## src/core/sad_map.vh

```
// Purpose: constants for the system address decoder
// Assumes: 40-bit host physical addresses, 64-bit PCI addresses
// Notes: target codes, field positions and window slices
//
// Behaviour
// - decode each 40-bit address to one target
// - form 64-bit PCI address from bits 33:4
// - control-one bit 0 selects decode map
// - bit clear: byte/word-disabled map, top reserved
// - bit set: byte/word map, same low decoding
// - 80.0-83.F is sparse memory region 0
// - 84.x is sparse memory region 1
// - 85.0-85.7 is sparse memory region 2
// - 85.8-85.B is sparse I/O region A
// - 85.C-85.F is sparse I/O region B
// - 87.0-87.1 is sparse configuration space
// - 87.4-87.A selects control-register groups in order
// - disabled map aliases whole 80-8F range
// - ignore bits 36-38 in aliased range
// - bit 39 splits cached and noncached space
// - byte/word mode: bits 38:37 give size
// - high extension supplies sparse memory upper bits
`ifndef SAD_MAP_VH
`define SAD_MAP_VH

// target codes
`define SAD_TGT_NONE 5'h00
`define SAD_TGT_MAIN 5'h01
`define SAD_TGT_DUMMY 5'h02
`define SAD_TGT_SMEM0 5'h03
`define SAD_TGT_SMEM1 5'h04
`define SAD_TGT_SMEM2 5'h05
`define SAD_TGT_SIOA 5'h06
`define SAD_TGT_SIOB 5'h07
`define SAD_TGT_DENSE 5'h08
`define SAD_TGT_SCFG 5'h09
`define SAD_TGT_SPEC 5'h0A
`define SAD_TGT_CSR 5'h0B
`define SAD_TGT_BWMEM 5'h0C
`define SAD_TGT_BWIO 5'h0D
`define SAD_TGT_BWCFG0 5'h0E
`define SAD_TGT_BWCFG1 5'h0F
`define SAD_TGT_FLASH 5'h10

// control-register groups within 87.4-87.A
`define SAD_CSR_MAIN 3'h0
`define SAD_CSR_MEMCTL 3'h1
`define SAD_CSR_XLAT 3'h2
`define SAD_CSR_MISC 3'h4
`define SAD_CSR_PWR 3'h5
`define SAD_CSR_INTR 3'h6

// address field values
`define SAD_NONCACHED 39
`define SAD_IO_TOP 4'h8
`define SAD_MAIN_HI 7'h00
`define SAD_DUMMY_HI 8'h0E
`define SAD_SEG_SMEM1 4'h4
`define SAD_SEG_MIX 4'h5
`define SAD_SEG_DENSE 4'h6
`define SAD_SEG_CTRL 4'h7
`define SAD_SEG_BWMEM 4'h8
`define SAD_SEG_BWIO 4'h9
`define SAD_SEG_BWCFG0 4'hA
`define SAD_SEG_BWCFG1 4'hB
`define SAD_Q_CFG0 4'h0
`define SAD_Q_CFG1 4'h1
`define SAD_Q_SPEC0 4'h2
`define SAD_Q_SPEC1 4'h3
`define SAD_Q_CSR_LO 4'h4
`define SAD_Q_CSR_HI 4'hA
`define SAD_Q_RSV 4'h7
`define SAD_Q_FLASH 4'hC
`define SAD_H_SMEM2 2'h0
`define SAD_H_SMEM2B 2'h1
`define SAD_H_SIOA 2'h2
`define SAD_SIZE_BYTE 2'h0

// extension register fields feeding PCI upper bits
`define SAD_R0_EXT_HI 31
`define SAD_R0_EXT_LO 29
`define SAD_R1_EXT_HI 15
`define SAD_R1_EXT_LO 11
`define SAD_R2_EXT_HI 7
`define SAD_R2_EXT_LO 2
`define SAD_IOB_EXT_HI 31
`define SAD_IOB_EXT_LO 25

`endif

```

## src/core/sad_decoder.v

```verilog
// Purpose: classify host physical addresses and form PCI addresses
// Assumes: one request per cycle, inputs synchronous to sys_clk
// Notes: answer is registered, one cycle after the request
`timescale 1ns/10ps
`include "sad_map.vh"

module sad_decoder #(
  parameter AW = 40,
  parameter PW = 64
) (
  input wire sys_clk,
  input wire rst,
  input wire reqValid,
  input wire [AW-1:0] reqAddr,
  input wire reqWrite,
  input wire byteWordEnable,
  input wire [31:0] sparseMemHighExtension,
  input wire [31:0] sparseIoHighExtension,
  output reg rspValid_q,
  output reg [4:0] rspTarget_q,
  output reg [2:0] rspCsrGroup_q,
  output reg rspUnmapped_q,
  output reg rspForward_q,
  output reg [PW-1:0] rspPciAddr_q,
  output reg [1:0] rspSize_q,
  output reg rspSizeValid_q,
  output reg rspFlashBadSize_q,
  output reg rspWrite_q
);

  // ==========================================================
  // region overview
  // cached half (bit 39 clear):
  //   00-01 main memory, 0E dummy region, rest unmapped
  // noncached half, segment from bits 35:32 (38:36 ignored):
  //   0-3 sparse memory region 0, 512MB window
  //   4 sparse memory region 1, 128MB window
  //   5 lower half sparse memory region 2, 64MB window
  //   5 third quarter sparse I/O A, fixed at the bottom
  //   5 top quarter sparse I/O B, relocatable
  //   6 dense memory, 4GB straight through
  //   7 split in quarters of 0.25GB by bits 31:28:
  //     0-1 sparse configuration
  //     2-3 special cycle or interrupt acknowledge
  //     4-6, 8-A control-register groups in order
  //     7 and B reserved, answered as unmapped
  //     C-F flash in the byte/word map, else reserved
  //   8-B byte/word map only: memory, I/O, cfg type 0, cfg type 1
  //   C-F unmapped in both maps
  // the segment alias means two host addresses that differ only
  // in bits 38:36 always reach the same target; software must not
  // expect distinct aliases to reach distinct devices
  // size bits 38:37 reach the size output only in the byte/word map, and
  // are marked valid only for noncached requests; the noncached decode ignores them
  // unmapped requests still answer, with forwarding held low and a
  // zero PCI address, so the host side never waits on a hole
  // the answer is one register stage deep: every decision is made
  // combinationally from the request and registered on the same
  // edge, trading a longer path for a fixed one-cycle latency

  // ==========================================================
  // field extraction
  // aliased range ignores bits 38:36, so segment is 35:32 only
  wire noncached;
  wire ioTop;
  wire [3:0] seg;
  wire [3:0] quarter;
  wire [1:0] half;
  wire [1:0] sizeBits;

  assign noncached = reqAddr[`SAD_NONCACHED];
  assign ioTop = (reqAddr[39:36] & 4'h8) == `SAD_IO_TOP;
  assign seg = reqAddr[35:32];
  assign quarter = reqAddr[31:28];
  assign half = reqAddr[31:30];
  assign sizeBits = reqAddr[38:37];

  // ==========================================================
  // target decode
  reg [4:0] tgt_d;
  reg [2:0] csrGrp_d;

  // one pass picks exactly one target; fallthrough is unmapped
  always @* begin
    tgt_d = `SAD_TGT_NONE;
    csrGrp_d = `SAD_CSR_MAIN;
    if (!noncached) begin
      // cached space: main memory and the dummy region only
      if (reqAddr[38:32] == `SAD_MAIN_HI || reqAddr[38:32] == 7'h01) begin
        tgt_d = `SAD_TGT_MAIN;
      end else if (reqAddr[39:32] == `SAD_DUMMY_HI) begin
        tgt_d = `SAD_TGT_DUMMY;
      end
    end else if (ioTop || byteWordEnable) begin
      case (seg)
        4'h0, 4'h1, 4'h2, 4'h3: begin
          tgt_d = `SAD_TGT_SMEM0;
        end
        `SAD_SEG_SMEM1: begin
          tgt_d = `SAD_TGT_SMEM1;
        end
        `SAD_SEG_MIX: begin
          if (half == `SAD_H_SMEM2 || half == `SAD_H_SMEM2B) begin
            tgt_d = `SAD_TGT_SMEM2;
          end else if (half == `SAD_H_SIOA) begin
            tgt_d = `SAD_TGT_SIOA;
          end else begin
            tgt_d = `SAD_TGT_SIOB;
          end
        end
        `SAD_SEG_DENSE: begin
          tgt_d = `SAD_TGT_DENSE;
        end
        `SAD_SEG_CTRL: begin
          if (quarter == `SAD_Q_CFG0 || quarter == `SAD_Q_CFG1) begin
            tgt_d = `SAD_TGT_SCFG;
          end else if (quarter == `SAD_Q_SPEC0 || quarter == `SAD_Q_SPEC1) begin
            tgt_d = `SAD_TGT_SPEC;
          end else if (quarter >= `SAD_Q_CSR_LO && quarter <= `SAD_Q_CSR_HI
                       && quarter != `SAD_Q_RSV) begin
            tgt_d = `SAD_TGT_CSR;
            csrGrp_d = quarter[2:0] - 3'h4;
          end else if (byteWordEnable && quarter >= `SAD_Q_FLASH) begin
            tgt_d = `SAD_TGT_FLASH;
          end else begin
            tgt_d = `SAD_TGT_NONE;
          end
        end
        `SAD_SEG_BWMEM: begin
          if (byteWordEnable) begin
            tgt_d = `SAD_TGT_BWMEM;
          end
        end
        `SAD_SEG_BWIO: begin
          if (byteWordEnable) begin
            tgt_d = `SAD_TGT_BWIO;
          end
        end
        `SAD_SEG_BWCFG0: begin
          if (byteWordEnable) begin
            tgt_d = `SAD_TGT_BWCFG0;
          end
        end
        `SAD_SEG_BWCFG1: begin
          if (byteWordEnable) begin
            tgt_d = `SAD_TGT_BWCFG1;
          end
        end
        default: begin
          tgt_d = `SAD_TGT_NONE;
        end
      endcase
    end
  end

  // ==========================================================
  // PCI address formation
  reg [PW-1:0] pci_d;

  // sparse space drops host bits 4:0; upper PCI bits of sparse memory
  // and sparse I/O B come from the extension registers so those
  // windows can be relocated; sparse I/O A and configuration stay fixed
  always @* begin
    pci_d = {PW{1'b0}};
    case (tgt_d)
      `SAD_TGT_SMEM0: begin
        pci_d[28:0] = reqAddr[33:5];
        pci_d[31:29] = sparseMemHighExtension[`SAD_R0_EXT_HI:`SAD_R0_EXT_LO];
      end
      `SAD_TGT_SMEM1: begin
        pci_d[26:0] = reqAddr[31:5];
        pci_d[31:27] = sparseMemHighExtension[`SAD_R1_EXT_HI:`SAD_R1_EXT_LO];
      end
      `SAD_TGT_SMEM2: begin
        pci_d[25:0] = reqAddr[30:5];
        pci_d[31:26] = sparseMemHighExtension[`SAD_R2_EXT_HI:`SAD_R2_EXT_LO];
      end
      `SAD_TGT_SIOA: begin
        pci_d[24:0] = reqAddr[29:5]; // fixed at 0-32MB
      end
      `SAD_TGT_SIOB: begin
        pci_d[24:0] = reqAddr[29:5];
        pci_d[31:25] = sparseIoHighExtension[`SAD_IOB_EXT_HI:`SAD_IOB_EXT_LO];
      end
      `SAD_TGT_SCFG: begin
        pci_d[23:0] = reqAddr[28:5];
      end
      `SAD_TGT_DENSE, `SAD_TGT_BWMEM, `SAD_TGT_BWIO,
      `SAD_TGT_BWCFG0, `SAD_TGT_BWCFG1: begin
        pci_d[31:4] = reqAddr[31:4];
      end
      default: begin
        pci_d = {PW{1'b0}};
      end
    endcase
  end

  // ==========================================================
  // answer registers
  // forwarding covers everything the host bridge passes to PCI;
  // local targets (memory, csr, flash) are not forwarded
  wire forward_d;
  wire flashBad_d;

  assign forward_d = (tgt_d != `SAD_TGT_NONE) && (tgt_d != `SAD_TGT_MAIN)
                     && (tgt_d != `SAD_TGT_DUMMY) && (tgt_d != `SAD_TGT_CSR)
                     && (tgt_d != `SAD_TGT_FLASH);
  // flash misuse is flagged, not blocked: result stays undefined
  assign flashBad_d = (tgt_d == `SAD_TGT_FLASH) && (sizeBits != `SAD_SIZE_BYTE);

  // answer strobe follows each request by exactly one edge
  always @(posedge sys_clk or posedge rst) begin
    if (rst) begin
      rspValid_q <= 1'b0;
    end else begin
      rspValid_q <= reqValid;
    end
  end

  // target code holds until the next taken request
  always @(posedge sys_clk or posedge rst) begin
    if (rst) begin
      rspTarget_q <= `SAD_TGT_NONE;
    end else if (reqValid) begin
      rspTarget_q <= tgt_d;
    end
  end

  // group index only means something with the csr target
  always @(posedge sys_clk or posedge rst) begin
    if (rst) begin
      rspCsrGroup_q <= `SAD_CSR_MAIN;
    end else if (reqValid) begin
      rspCsrGroup_q <= csrGrp_d;
    end
  end

  // unmapped flag mirrors the none target
  always @(posedge sys_clk or posedge rst) begin
    if (rst) begin
      rspUnmapped_q <= 1'b0;
    end else if (reqValid) begin
      rspUnmapped_q <= (tgt_d == `SAD_TGT_NONE);
    end
  end

  // forwarding never set for holes or local targets
  always @(posedge sys_clk or posedge rst) begin
    if (rst) begin
      rspForward_q <= 1'b0;
    end else if (reqValid) begin
      rspForward_q <= forward_d;
    end
  end

  // PCI address registered so downstream sees a clean value
  always @(posedge sys_clk or posedge rst) begin
    if (rst) begin
      rspPciAddr_q <= {PW{1'b0}};
    end else if (reqValid) begin
      rspPciAddr_q <= pci_d;
    end
  end

  // size reads as byte when the byte/word map is off
  always @(posedge sys_clk or posedge rst) begin
    if (rst) begin
      rspSize_q <= `SAD_SIZE_BYTE;
    end else if (reqValid) begin
      rspSize_q <= byteWordEnable ? sizeBits : `SAD_SIZE_BYTE;
    end
  end

  // size is meaningful only for noncached byte/word requests
  always @(posedge sys_clk or posedge rst) begin
    if (rst) begin
      rspSizeValid_q <= 1'b0;
    end else if (reqValid) begin
      rspSizeValid_q <= byteWordEnable && noncached;
    end
  end

  // flash misuse flag
  always @(posedge sys_clk or posedge rst) begin
    if (rst) begin
      rspFlashBadSize_q <= 1'b0;
    end else if (reqValid) begin
      rspFlashBadSize_q <= flashBad_d;
    end
  end

  // direction travels with the answer
  always @(posedge sys_clk or posedge rst) begin
    if (rst) begin
      rspWrite_q <= 1'b0;
    end else if (reqValid) begin
      rspWrite_q <= reqWrite;
    end
  end

endmodule

```

## config.mk

```make
export PLATFORM = sky130hd
export DESIGN_NAME = sad_decoder
export DESIGN_NICKNAME = d
export VERILOG_FILES = /design/src/core/sad_decoder.v
export VERILOG_INCLUDE_DIRS = /design/src /design/src/core
export SDC_FILE = /design/constraint.sdc
export NUM_CORES = 1
export LEC_CHECK = 0
export ABC_CLOCK_PERIOD_IN_PS = 2700
export BUFFER_PORTS_ARGS = -buffer_cell sky130_fd_sc_hd__buf_2
export CAP_MARGIN = 10
export CORE_ASPECT_RATIO = 0.6
export CORE_MARGIN = 1.5
export CORE_UTILIZATION = 23
export CTS_CLUSTER_SIZE = 12
export DETAILED_ROUTE_END_ITERATION = 8
export MAX_ROUTING_LAYER = met4
export PLACE_DENSITY = 0.46
export SYNTH_ARGS = -nofsm -noshare
export SYNTH_HDL_FRONTEND = slang
export SYNTH_SLANG_ARGS = --single-unit
```

## constraint.sdc

```tcl
create_clock -name sys_clk -period 2.7 [get_ports sys_clk]
set_input_delay 0.54 -clock sys_clk [delete_from_list [all_inputs] [get_ports sys_clk]]
set_output_delay 0.54 -clock sys_clk [all_outputs]
set_load 0.01 [all_outputs]
```

==> flow_metrics.tcl, run 1 <==
set metrics [dict create \
    fin_crit_ns 2.34 \
    syn-instance-count 386 \
    clock_latency_ns 0.29 \
    ff_latch_area_um2 1200 \
    cts_root_buf "clkbuf_16" \
    ant_nets 0 \
    max_cap_viol_count 0 \
    remaining_drc_errors 0 \
    grt_pass1_wl_um 19000 \
    area_growth_pct 28.7 \
    nFillCells 1560 \
    wire_per_inst_um 17.7 \
    synth_edf_count 0 \
    worstMarginPinSlew_ns 0.578 \
    grt_pass1_vias 3228 \
    multi_input_area_um2 1920 \
    leakagePower_nw 2.03 \
    crit_type "input port to flop" \
    hold_viol_final 0 \
    dp_hpwl_um 9470 \
    finalMaxSlewViolations 0 \
    crit_top_cell "or4_1" \
    cp.required_ns 2.91 \
    worstSetupStartpointType "input port" \
    netlist_area_um2 3450 \
    cts_buffers 5 \
    ys_ff_latch 48 \
    start_util_pct 23.7 \
    holdBufCountCts 0 \
    ios 189 \
    fp-row-count 34 \
    drt-total-wl_um 12300 \
    synth_flop_cell "dfrtp_1" \
    fin_crit_sh_pct 86.8 \
    rsz0062_at_grt "false" \
    powerDensity_nw_per_um2 506 \
    worstPathArrival_ns 2.55 \
    irDropWorstVdd_mv 0.302 \
    cts_buffer_depth 2 \
    synth_area_leader_cell "dfrtp_1" \
    synth.distinct_cells 60 \
    h-tree-depth 2 \
    max_stage_delay_ns 0.54 \
    syn_avg_cell_area_um2 8.95 \
    fp.dieW_um 161 \
    cts_tree "built" \
    cp_slowest_cell "or4_1" \
    clkSinkCount 48 \
    cts_resized 0 \
    status "finished, final reports clean" \
    ys_top_cells_by_area "dfrtp_1, buf_4, a2111oi_2, a21oi_1, a211oi_1" \
    endpoint_kind "flop" \
    die-area_um2 15800 \
    critPathTopFamily "simple AND/OR/NAND/NOR gates" \
    cp_cell_sequence "buf_2, or4_1, or4_1, and2_1, buf_12, a32o_1, nor3_1" \
    globalplace.congestion 0.816 \
    die_h_um 97.9 \
    track_usage_pct 16.1 \
    hold_path_class "input port to async pin" \
    numPortBuffers 109 \
    dr.pass1.iters 5 \
    grt_max_degree 34 \
    fin_setup_tns_ns 0 \
    overflow 0 \
    drt_iter0_markers 159 \
    final_layout_size_suffix_gt1_share_pct 35.6 \
    design.core.area_um2 14600 \
    diodes 0 \
    postCtsSetupBuffers 0 \
    grt_antenna_before_repair 0 \
    slew_headroom_pct 61.2 \
    max_freq_mhz 427 \
    synth_top_area_share_pct 34.8 \
    synthArstFlopShare_pct 100 \
    vias_per_cell 4.80 \
    power_mw 2.25 \
    yosysSeqAreaShare_pct 34.8 \
    route.vias.total 3339 \
    ys_warn_count 0 \
    path_clk_slew_ns 0.07 \
    setup_viol 0 \
    crit_fanout 19 \
    nNetsFinal 605 \
    worst-path-buf-inv 2 \
    finClkSkew_ns 0 \
]
layout by cell type (no fill, tap or decap), types with 4 or more instances in the layout:
cell type	n
nor2b_1	20
mux2_2	4
nand3_1	10
buf_2	109
conb_1	32
mux2i_1	5
a22o_1	4
and2_1	5
a32oi_1	6
a21oi_1	31
o31a_1	4
clkbuf_16	5
nor3_1	5
inv_1	14
a211oi_1	17
o21ai_0	9
dfrtp_1	48
nand4_1	8
nor2_1	32
nand2_1	24
buf_4	24
o211ai_1	5
a2111oi_2	18
a21o_1	4
buf_12	4
worst paths after layout:
path	startpoint	end	slack, ns	cells past startpoint
min reg2reg	rspCsrGroup_q[2]	rspCsrGroup_q[2]	0.48	2
min	rst	rspWrite_q	0.28	2
min in group sys_clk	reqWrite	rspWrite_q	0.48	2
max in group asynchronous	rst	rspPciAddr_q[11]	1.87	3
max	reqAddr[39]	rspPciAddr_q[21]	0.36	7
max reg2reg	rspPciAddr_q[25]	rspPciAddr_q[25]	1.82	3
flip-flops by register name (all words and copies together), names as in the netlist, 2 cells and up:
| signal | cells |
|---|---|
| rspPciAddr_q | 32 |
| rspTarget_q | 5 |
| rspCsrGroup_q | 3 |
| rspSize_q | 2 |
layout make-up:
cell class,count,area share [%]
clock buffers,5,2.81
clock inverters,3,2.03
inverters,15,1.27
multi-input cells,289,43.2
flip-flops and latches,48,27.0
well taps,198,5.57
repair buffers,137,18.1
Yosys cell counts, drive strengths merged, types with 3 or more instances:
master / count
a32oi: 6
a21o: 4
dfrtp: 48
a211oi: 18
o21ai: 9
and2: 5
nor3: 5
nand3: 10
nand2: 24
inv: 15
mux2: 4
mux2i: 5
o31a: 4
a2111oi: 18
nor2b: 20
nand4: 8
or4: 3
a21boi: 3
nor2: 32
nand4b: 3
o211ai: 5
a21oi: 32
a32o: 3
a22o: 4
clkbuf: 20
buf: 45
metrics by stage:
stage | instance area [µm²] | setup WS (ns) | std cells | hold slack (ns) | utilization [%]
global placement | 4230 | 0.0718 | 687 | 0.473 | 29.0
finish | 4450 | 0.358 | 695 | 0.279 | 30.5
global route | 4450 | 0.202 | 695 | 0.318 | 30.5
detailed placement | 4230 | 0.0662 | 687 | 0.471 | 29.0
CTS | 4450 | 0.363 | 695 | 0.296 | 30.5
floorplan | 3570 | 0.196 | 417 | 0.513 | -
report_power, final:
part,switching [mW],internal [mW]
sequential,0.0274,0.768
combinational,0.319,0.207
clock,0.304,0.625
total,0.650,1.60
per-layer routing:
metal	up-vias	part of all wire [%]	global-route usage [%]
met5	-	0	-
met3	2	6.7	4.72
li1	1592	-	-
met2	107	39	21.1
met1	1638	54	24.3
met4	0	0.35	2.21
cells by family (layout without fill, tap and decap cells):
| logic type | Yosys count | count (layout) | synth area share (%) |
|---|---|---|---|
| simple gates | 122 | 122 | 18.5 |
| other cells | 1 | 32 | 0.109 |
| compound gates | 125 | 125 | 30.4 |
| mux | 9 | 9 | 2.75 |
| buf+inv | 80 | 160 | 13.2 |
| flops | 48 | 48 | 34.8 |
| xor+xnor | 1 | 1 | 0.254 |
No activity file was read; power rests on OpenSTA's default activity.
==> inputs of run 2 (changes only) <==
--- a/config.mk
+++ b/config.mk
@@ -6,7 +6,7 @@
 export SDC_FILE = /design/constraint.sdc
 export NUM_CORES = 1
 export LEC_CHECK = 0
-export ABC_CLOCK_PERIOD_IN_PS = 2700
+export ABC_CLOCK_PERIOD_IN_PS = 3000
 export BUFFER_PORTS_ARGS = -buffer_cell sky130_fd_sc_hd__buf_2
 export CAP_MARGIN = 10
 export CORE_ASPECT_RATIO = 0.6
==> constraint.sdc (replaced) <==
create_clock -name sys_clk -period 3 [get_ports sys_clk]
set_input_delay 0.6 -clock sys_clk [delete_from_list [all_inputs] [get_ports sys_clk]]
set_output_delay 0.6 -clock sys_clk [all_outputs]
set_load 0.01 [all_outputs]
==> flow_metrics.tcl, run 2 (synthesis results as in run 1) <==
set metrics [dict create \
    top_regs "rspPciAddr_q x32, rspTarget_q x5, rspCsrGroup_q x3" \
    globalplace.congestion 0.833 \
    worstMarginPinSlew_ns 0.767 \
    dr.pass1.iters 4 \
    h-tree-depth 2 \
    cts_tree "built" \
    cts_buffer_depth 2 \
    max_cap_viol_count 0 \
    fp-row-count 34 \
    slew_headroom_pct 48.6 \
    cts_buffers 5 \
    worst-path-buf-inv 2 \
    cts_resized 0 \
    nFillCells 1572 \
    cp_cell_sequence "buf_2, or4_1, or4_1, and2_1, buf_12, a32o_1, nor3_1" \
    rr_endpoint "rspPciAddr_q[25]" \
    r2r_slack_ns 2.12 \
    ant_nets 0 \
    ios 189 \
    largest_register "rspPciAddr_q" \
    fin_crit_sh_pct 82.2 \
    start_util_pct 23.7 \
    ff2ff_path_depth 3 \
    fp.dieW_um 161 \
    status "finished, final reports clean" \
    fin_setup_tns_ns 0 \
    grt_pass1_vias 3228 \
    drt_iter0_markers 152 \
    final_cell_mix "buf_2, dfrtp_1, nor2_1, conb_1, a21oi_1" \
    max_freq_mhz 406 \
    clkSinkCount 48 \
    remaining_drc_errors 0 \
    max_stage_delay_ns 0.55 \
    area_growth_pct 24.9 \
    crit_fanout 22 \
    route.vias.total 3338 \
    worstPathArrival_ns 2.66 \
    die_h_um 97.9 \
    endpoint_kind "flop" \
    crit_top_cell "or4_1" \
    die-area_um2 15800 \
    reg2reg_from "rspPciAddr_q[25]" \
    leakagePower_nw 1.96 \
    cp_slowest_cell "or4_1" \
    final_layout_size_suffix_gt1_share_pct 34.6 \
    dp_hpwl_um 9310 \
    track_usage_pct 16.1 \
    powerDensity_nw_per_um2 411 \
    path_clk_slew_ns 0.07 \
    grt_max_degree 49 \
    holdBufCountCts 0 \
    drt-total-wl_um 12300 \
    design.core.area_um2 14600 \
    rsz0062_at_grt "false" \
    diodes 0 \
    cp.required_ns 3.20 \
    fin_crit_ns 2.47 \
    instances_no_fill 690 \
    setup_viol 0 \
    cts_root_buf "clkbuf_16" \
    numPortBuffers 109 \
    postCtsSetupBuffers 0 \
    layout_commonest_cell "buf_2" \
    clock_latency_ns 0.28 \
    grt_pass1_wl_um 19100 \
    vias_per_cell 4.84 \
    wire_per_inst_um 17.9 \
    irDropWorstVdd_mv 0.249 \
    hold_viol_final 0 \
    placed_cells 682 \
    finClkSkew_ns 0 \
    placed_cell_area_um2 4170 \
    nNetsFinal 600 \
    design_area_um2 4310 \
    grt_antenna_before_repair 0 \
    hold_path_class "input port to async pin" \
    worstSetupStartpointType "input port" \
    largest_reg_flops 32 \
    finalMaxSlewViolations 0 \
    overflow 0 \
    crit_type "input port to flop" \
    critPathTopFamily "simple AND/OR/NAND/NOR gates" \
]
==> run 2: changes by cell type in the layout (fill, tap and decap cells not counted), sizes merged <==
| cell | previous run | this run |
|---|---|---|
| buf | 137 | 132 |
| bufinv | 3 | 0 |
| clkbuf | 5 | 8 |
==> run 2: worst reg2reg max path: stages (launching register included) <==
cell,delay (ns)
dfrtp_1,0.38
nand2_1,0.08
a21boi_0,0.18
a32oi_1,0.11
==> run 2: stage by stage <==
step / setup slack [ns] / total power [mW] / util, % / hold slack, ns
after floorplan: 0.436 / 1.03 / - / 0.513
after global placement: 0.253 / 1.19 / 28.6 / 0.471
after detailed placement: 0.217 / 1.20 / 28.6 / 0.485
after CTS: 0.521 / 1.80 / 29.6 / 0.503
after global routing: 0.406 / 1.88 / 29.6 / 0.522
final: 0.534 / 1.77 / 29.6 / 0.488
==> run 2: metal layers <==
metal	part of all wire [%]	global-route usage [%]	routed length [µm]	vias up
met5	0	-	0	-
met1	54	24.2	6710	1662
met3	5.7	4.21	707	2
li1	-	-	-	1581
met4	0.35	2.35	43	0
met2	40	21.5	4880	93
==> run 2: layout make-up <==
cell class,count,area [µm²],area share (%)
inverters,15,56.3,1.31
flip-flops and latches,48,1200,27.8
multi-input cells,289,1920,44.5
clock buffers,8,146,3.39
well taps,198,248,5.74
repair buffers,132,743,17.2
==> run 2: worst max path at each step <==
stage | endpoint | start | slack, ns | cells after the start
2_1_floorplan | rspPciAddr_q[0] | reqAddr[39] | 0.44 | 8
4_1_cts | rspPciAddr_q[23] | reqAddr[39] | 0.52 | 7
3_3_place_gp | rspPciAddr_q[22] | reqAddr[39] | 0.25 | 7
5_1_grt | rspUnmapped_q | reqAddr[35] | 0.41 | 8
6_report | rspPciAddr_q[23] | reqAddr[39] | 0.53 | 7
3_5_place_dp | rspPciAddr_q[23] | reqAddr[39] | 0.22 | 7
==> run 2: power breakdown <==
group	total [mW]	switching, mW	internal [mW]	leakage [nW]
registers	0.717	0.0248	0.692	0.633
logic	0.468	0.288	0.179	1.26
clock network	0.590	0.256	0.334	0.0712
==> inputs of run 3 (changes only) <==
--- a/config.mk
+++ b/config.mk
@@ -6,7 +6,7 @@
 export SDC_FILE = /design/constraint.sdc
 export NUM_CORES = 1
 export LEC_CHECK = 0
-export ABC_CLOCK_PERIOD_IN_PS = 3000
+export ABC_CLOCK_PERIOD_IN_PS = 2250
 export BUFFER_PORTS_ARGS = -buffer_cell sky130_fd_sc_hd__buf_2
 export CAP_MARGIN = 10
 export CORE_ASPECT_RATIO = 0.6
@@ -15,7 +15,7 @@
 export CTS_CLUSTER_SIZE = 12
 export DETAILED_ROUTE_END_ITERATION = 8
 export MAX_ROUTING_LAYER = met4
-export PLACE_DENSITY = 0.46
+export PLACE_DENSITY = 0.48
 export SYNTH_ARGS = -nofsm -noshare
 export SYNTH_HDL_FRONTEND = slang
 export SYNTH_SLANG_ARGS = --single-unit
==> constraint.sdc (replaced) <==
create_clock -name sys_clk -period 2.25 [get_ports sys_clk]
set_input_delay 0.45 -clock sys_clk [delete_from_list [all_inputs] [get_ports sys_clk]]
set_output_delay 0.45 -clock sys_clk [all_outputs]
set_load 0.01 [all_outputs]
==> flow_metrics.tcl, run 3 (synthesis results as in run 1) <==
set metrics [dict create \
    status "finished, final reports clean" \
    grt_antenna_before_repair 1 \
    setup_viol 0 \
    globalplace.congestion 0.851 \
    hold_viol_final 0 \
    dp_hpwl_um 9960 \
    pwr-share-clk_pct 32.4 \
    startpoint "reqAddr[39]" \
    reg2reg_from "rspPciAddr_q[25]" \
    finClkSkew_ns 0 \
    rr_endpoint "rspPciAddr_q[25]" \
    finalMaxSlewViolations 0 \
    route.vias.total 3497 \
    grt_pass1_vias 3452 \
    grt_max_degree 49 \
    fin_util_pct 33.5 \
    cts_buffer_depth 2 \
    fp.dieW_um 161 \
    drt-total-wl_um 13100 \
    cts_tree "built" \
    gr-usage-met2_pct 21.9 \
    fin_crit_ns 2.18 \
    final_cell_mix "buf_2, buf_4, dfrtp_1" \
    die_h_um 97.9 \
    vias_per_cell 4.69 \
    drt_iter0_markers 228 \
    numPortBuffers 109 \
    nFillCells 1525 \
    instances_no_fill 745 \
    nNetsFinal 656 \
    worstPathArrival_ns 2.37 \
    largest_register "rspPciAddr_q" \
    path_clk_slew_ns 0.07 \
    wire_per_inst_um 17.6 \
    dr.pass1.iters 5 \
    r2r_slack_ns 1.26 \
    powerDensity_nw_per_um2 511 \
    remaining_drc_errors 0 \
    p_switching_mw 0.791 \
    cts_root_buf "clkbuf_16" \
    crit_type "input port to flop" \
    holdWs_ns 0.189 \
    endpoint_kind "flop" \
    pwr-share-seq_pct 38.3 \
    top_usage_layer "met1" \
    overflow 0 \
    leakagePower_nw 2.28 \
    slew_headroom_pct 66.5 \
    diodes 0 \
    critPathCapture "rspPciAddr_q[17]" \
    p_comb_share_pct 29.3 \
    cts_buffers 5 \
    clkSinkCount 48 \
    hold_path_class "input port to async pin" \
    layout_commonest_cell "buf_2" \
    irDropWorstVdd_mv 0.261 \
    area_growth_pct 41.5 \
    h-tree-depth 2 \
    fp-row-count 34 \
    grt_pass1_wl_um 20000 \
    ios 189 \
    max_cap_viol_count 0 \
    worstSetupStartpointType "input port" \
    clock_latency_ns 0.29 \
    design.core.area_um2 14600 \
    cp.required_ns 2.44 \
    track_usage_pct 16.8 \
    crit_fanout 6 \
    worstMarginPinSlew_ns 0.497 \
    ff2ff_path_depth 3 \
    ant_nets 0 \
    placed_cells 736 \
    power.internal_mw 1.71 \
    grtUsageMet1_pct 25.9 \
    max_freq_mhz 458 \
    largest_reg_flops 32 \
    fin_crit_sh_pct 97.1 \
    die-area_um2 15800 \
    top_regs "rspPciAddr_q x32, rspTarget_q x5, rspCsrGroup_q x3" \
    grt_util_met3_pct 3.95 \
    start_util_pct 23.7 \
    final_layout_size_suffix_gt1_share_pct 43.5 \
    swShare_pct 31.7 \
]
[run 3: worst max-delay path: stages]
cell	delay [ns]
buf_2	0.11
or4_4	0.54
or4_4	0.45
and2_1	0.21
buf_4	0.18
buf_12	0.14
a2111oi_4	0.30
[run 3: worst min path at each step]
stage / slack, ns / endpoint / cells after the start
CTS: 0.20 / rspWrite_q / 3
detailed placement: 0.46 / rspCsrGroup_q[2] / 2
finish: 0.19 / rspPciAddr_q[3] / 3
global placement: 0.47 / rspCsrGroup_q[2] / 2
global route: 0.20 / rspWrite_q / 3
floorplan: 0.48 / rspValid_q / 0
[run 3: power groups by stage]
stage	registers, mW	logic, mW	clock network, mW
floorplan	0.999	0.385	0
global placement	0.970	0.695	0
detailed placement	0.972	0.702	0
CTS	0.956	0.711	0.846
global route	0.962	0.800	0.876
finish	0.955	0.732	0.809
[run 3: per-layer routing]
metal | vias up | part of all wire [%]
li1 | 1688 | -
met1 | 1690 | 52
met2 | 111 | 41
met3 | 8 | 6.5
met4 | 0 | 0.55
met5 | - | 0
[run 3: cell type report]
type	instances	area, µm²	share of cell area [%]
multi-input cells	290	2050	42.0
clock buffers	7	153	3.12
repair buffers	187	1180	24.1
flip-flops and latches	48	1200	24.6
inverters	15	56.3	1.15
well taps	198	248	5.07
[run 3: stage by stage]
step,worst slack (ns),total power [mW],area [µm²],setup TNS [ns]
after floorplan,-0.147,1.38,3590,-3.02
after global placement,-0.332,1.66,4610,-9.99
after detailed placement,-0.370,1.67,4610,-11.33
after CTS,0.0225,2.51,4780,0
after global routing,-0.00411,2.64,4890,-0.00411
final,0.0653,2.50,4890,0
[run 3: repair_timing]
item / CTS / global route
cloned: 0 / 1
gates resized for setup: 4 / 14
hold buffers: 0 / 0
setup endpoints to repair: 31 / 31
pin swaps: 0 / 4
buffers inserted: 0 / 2
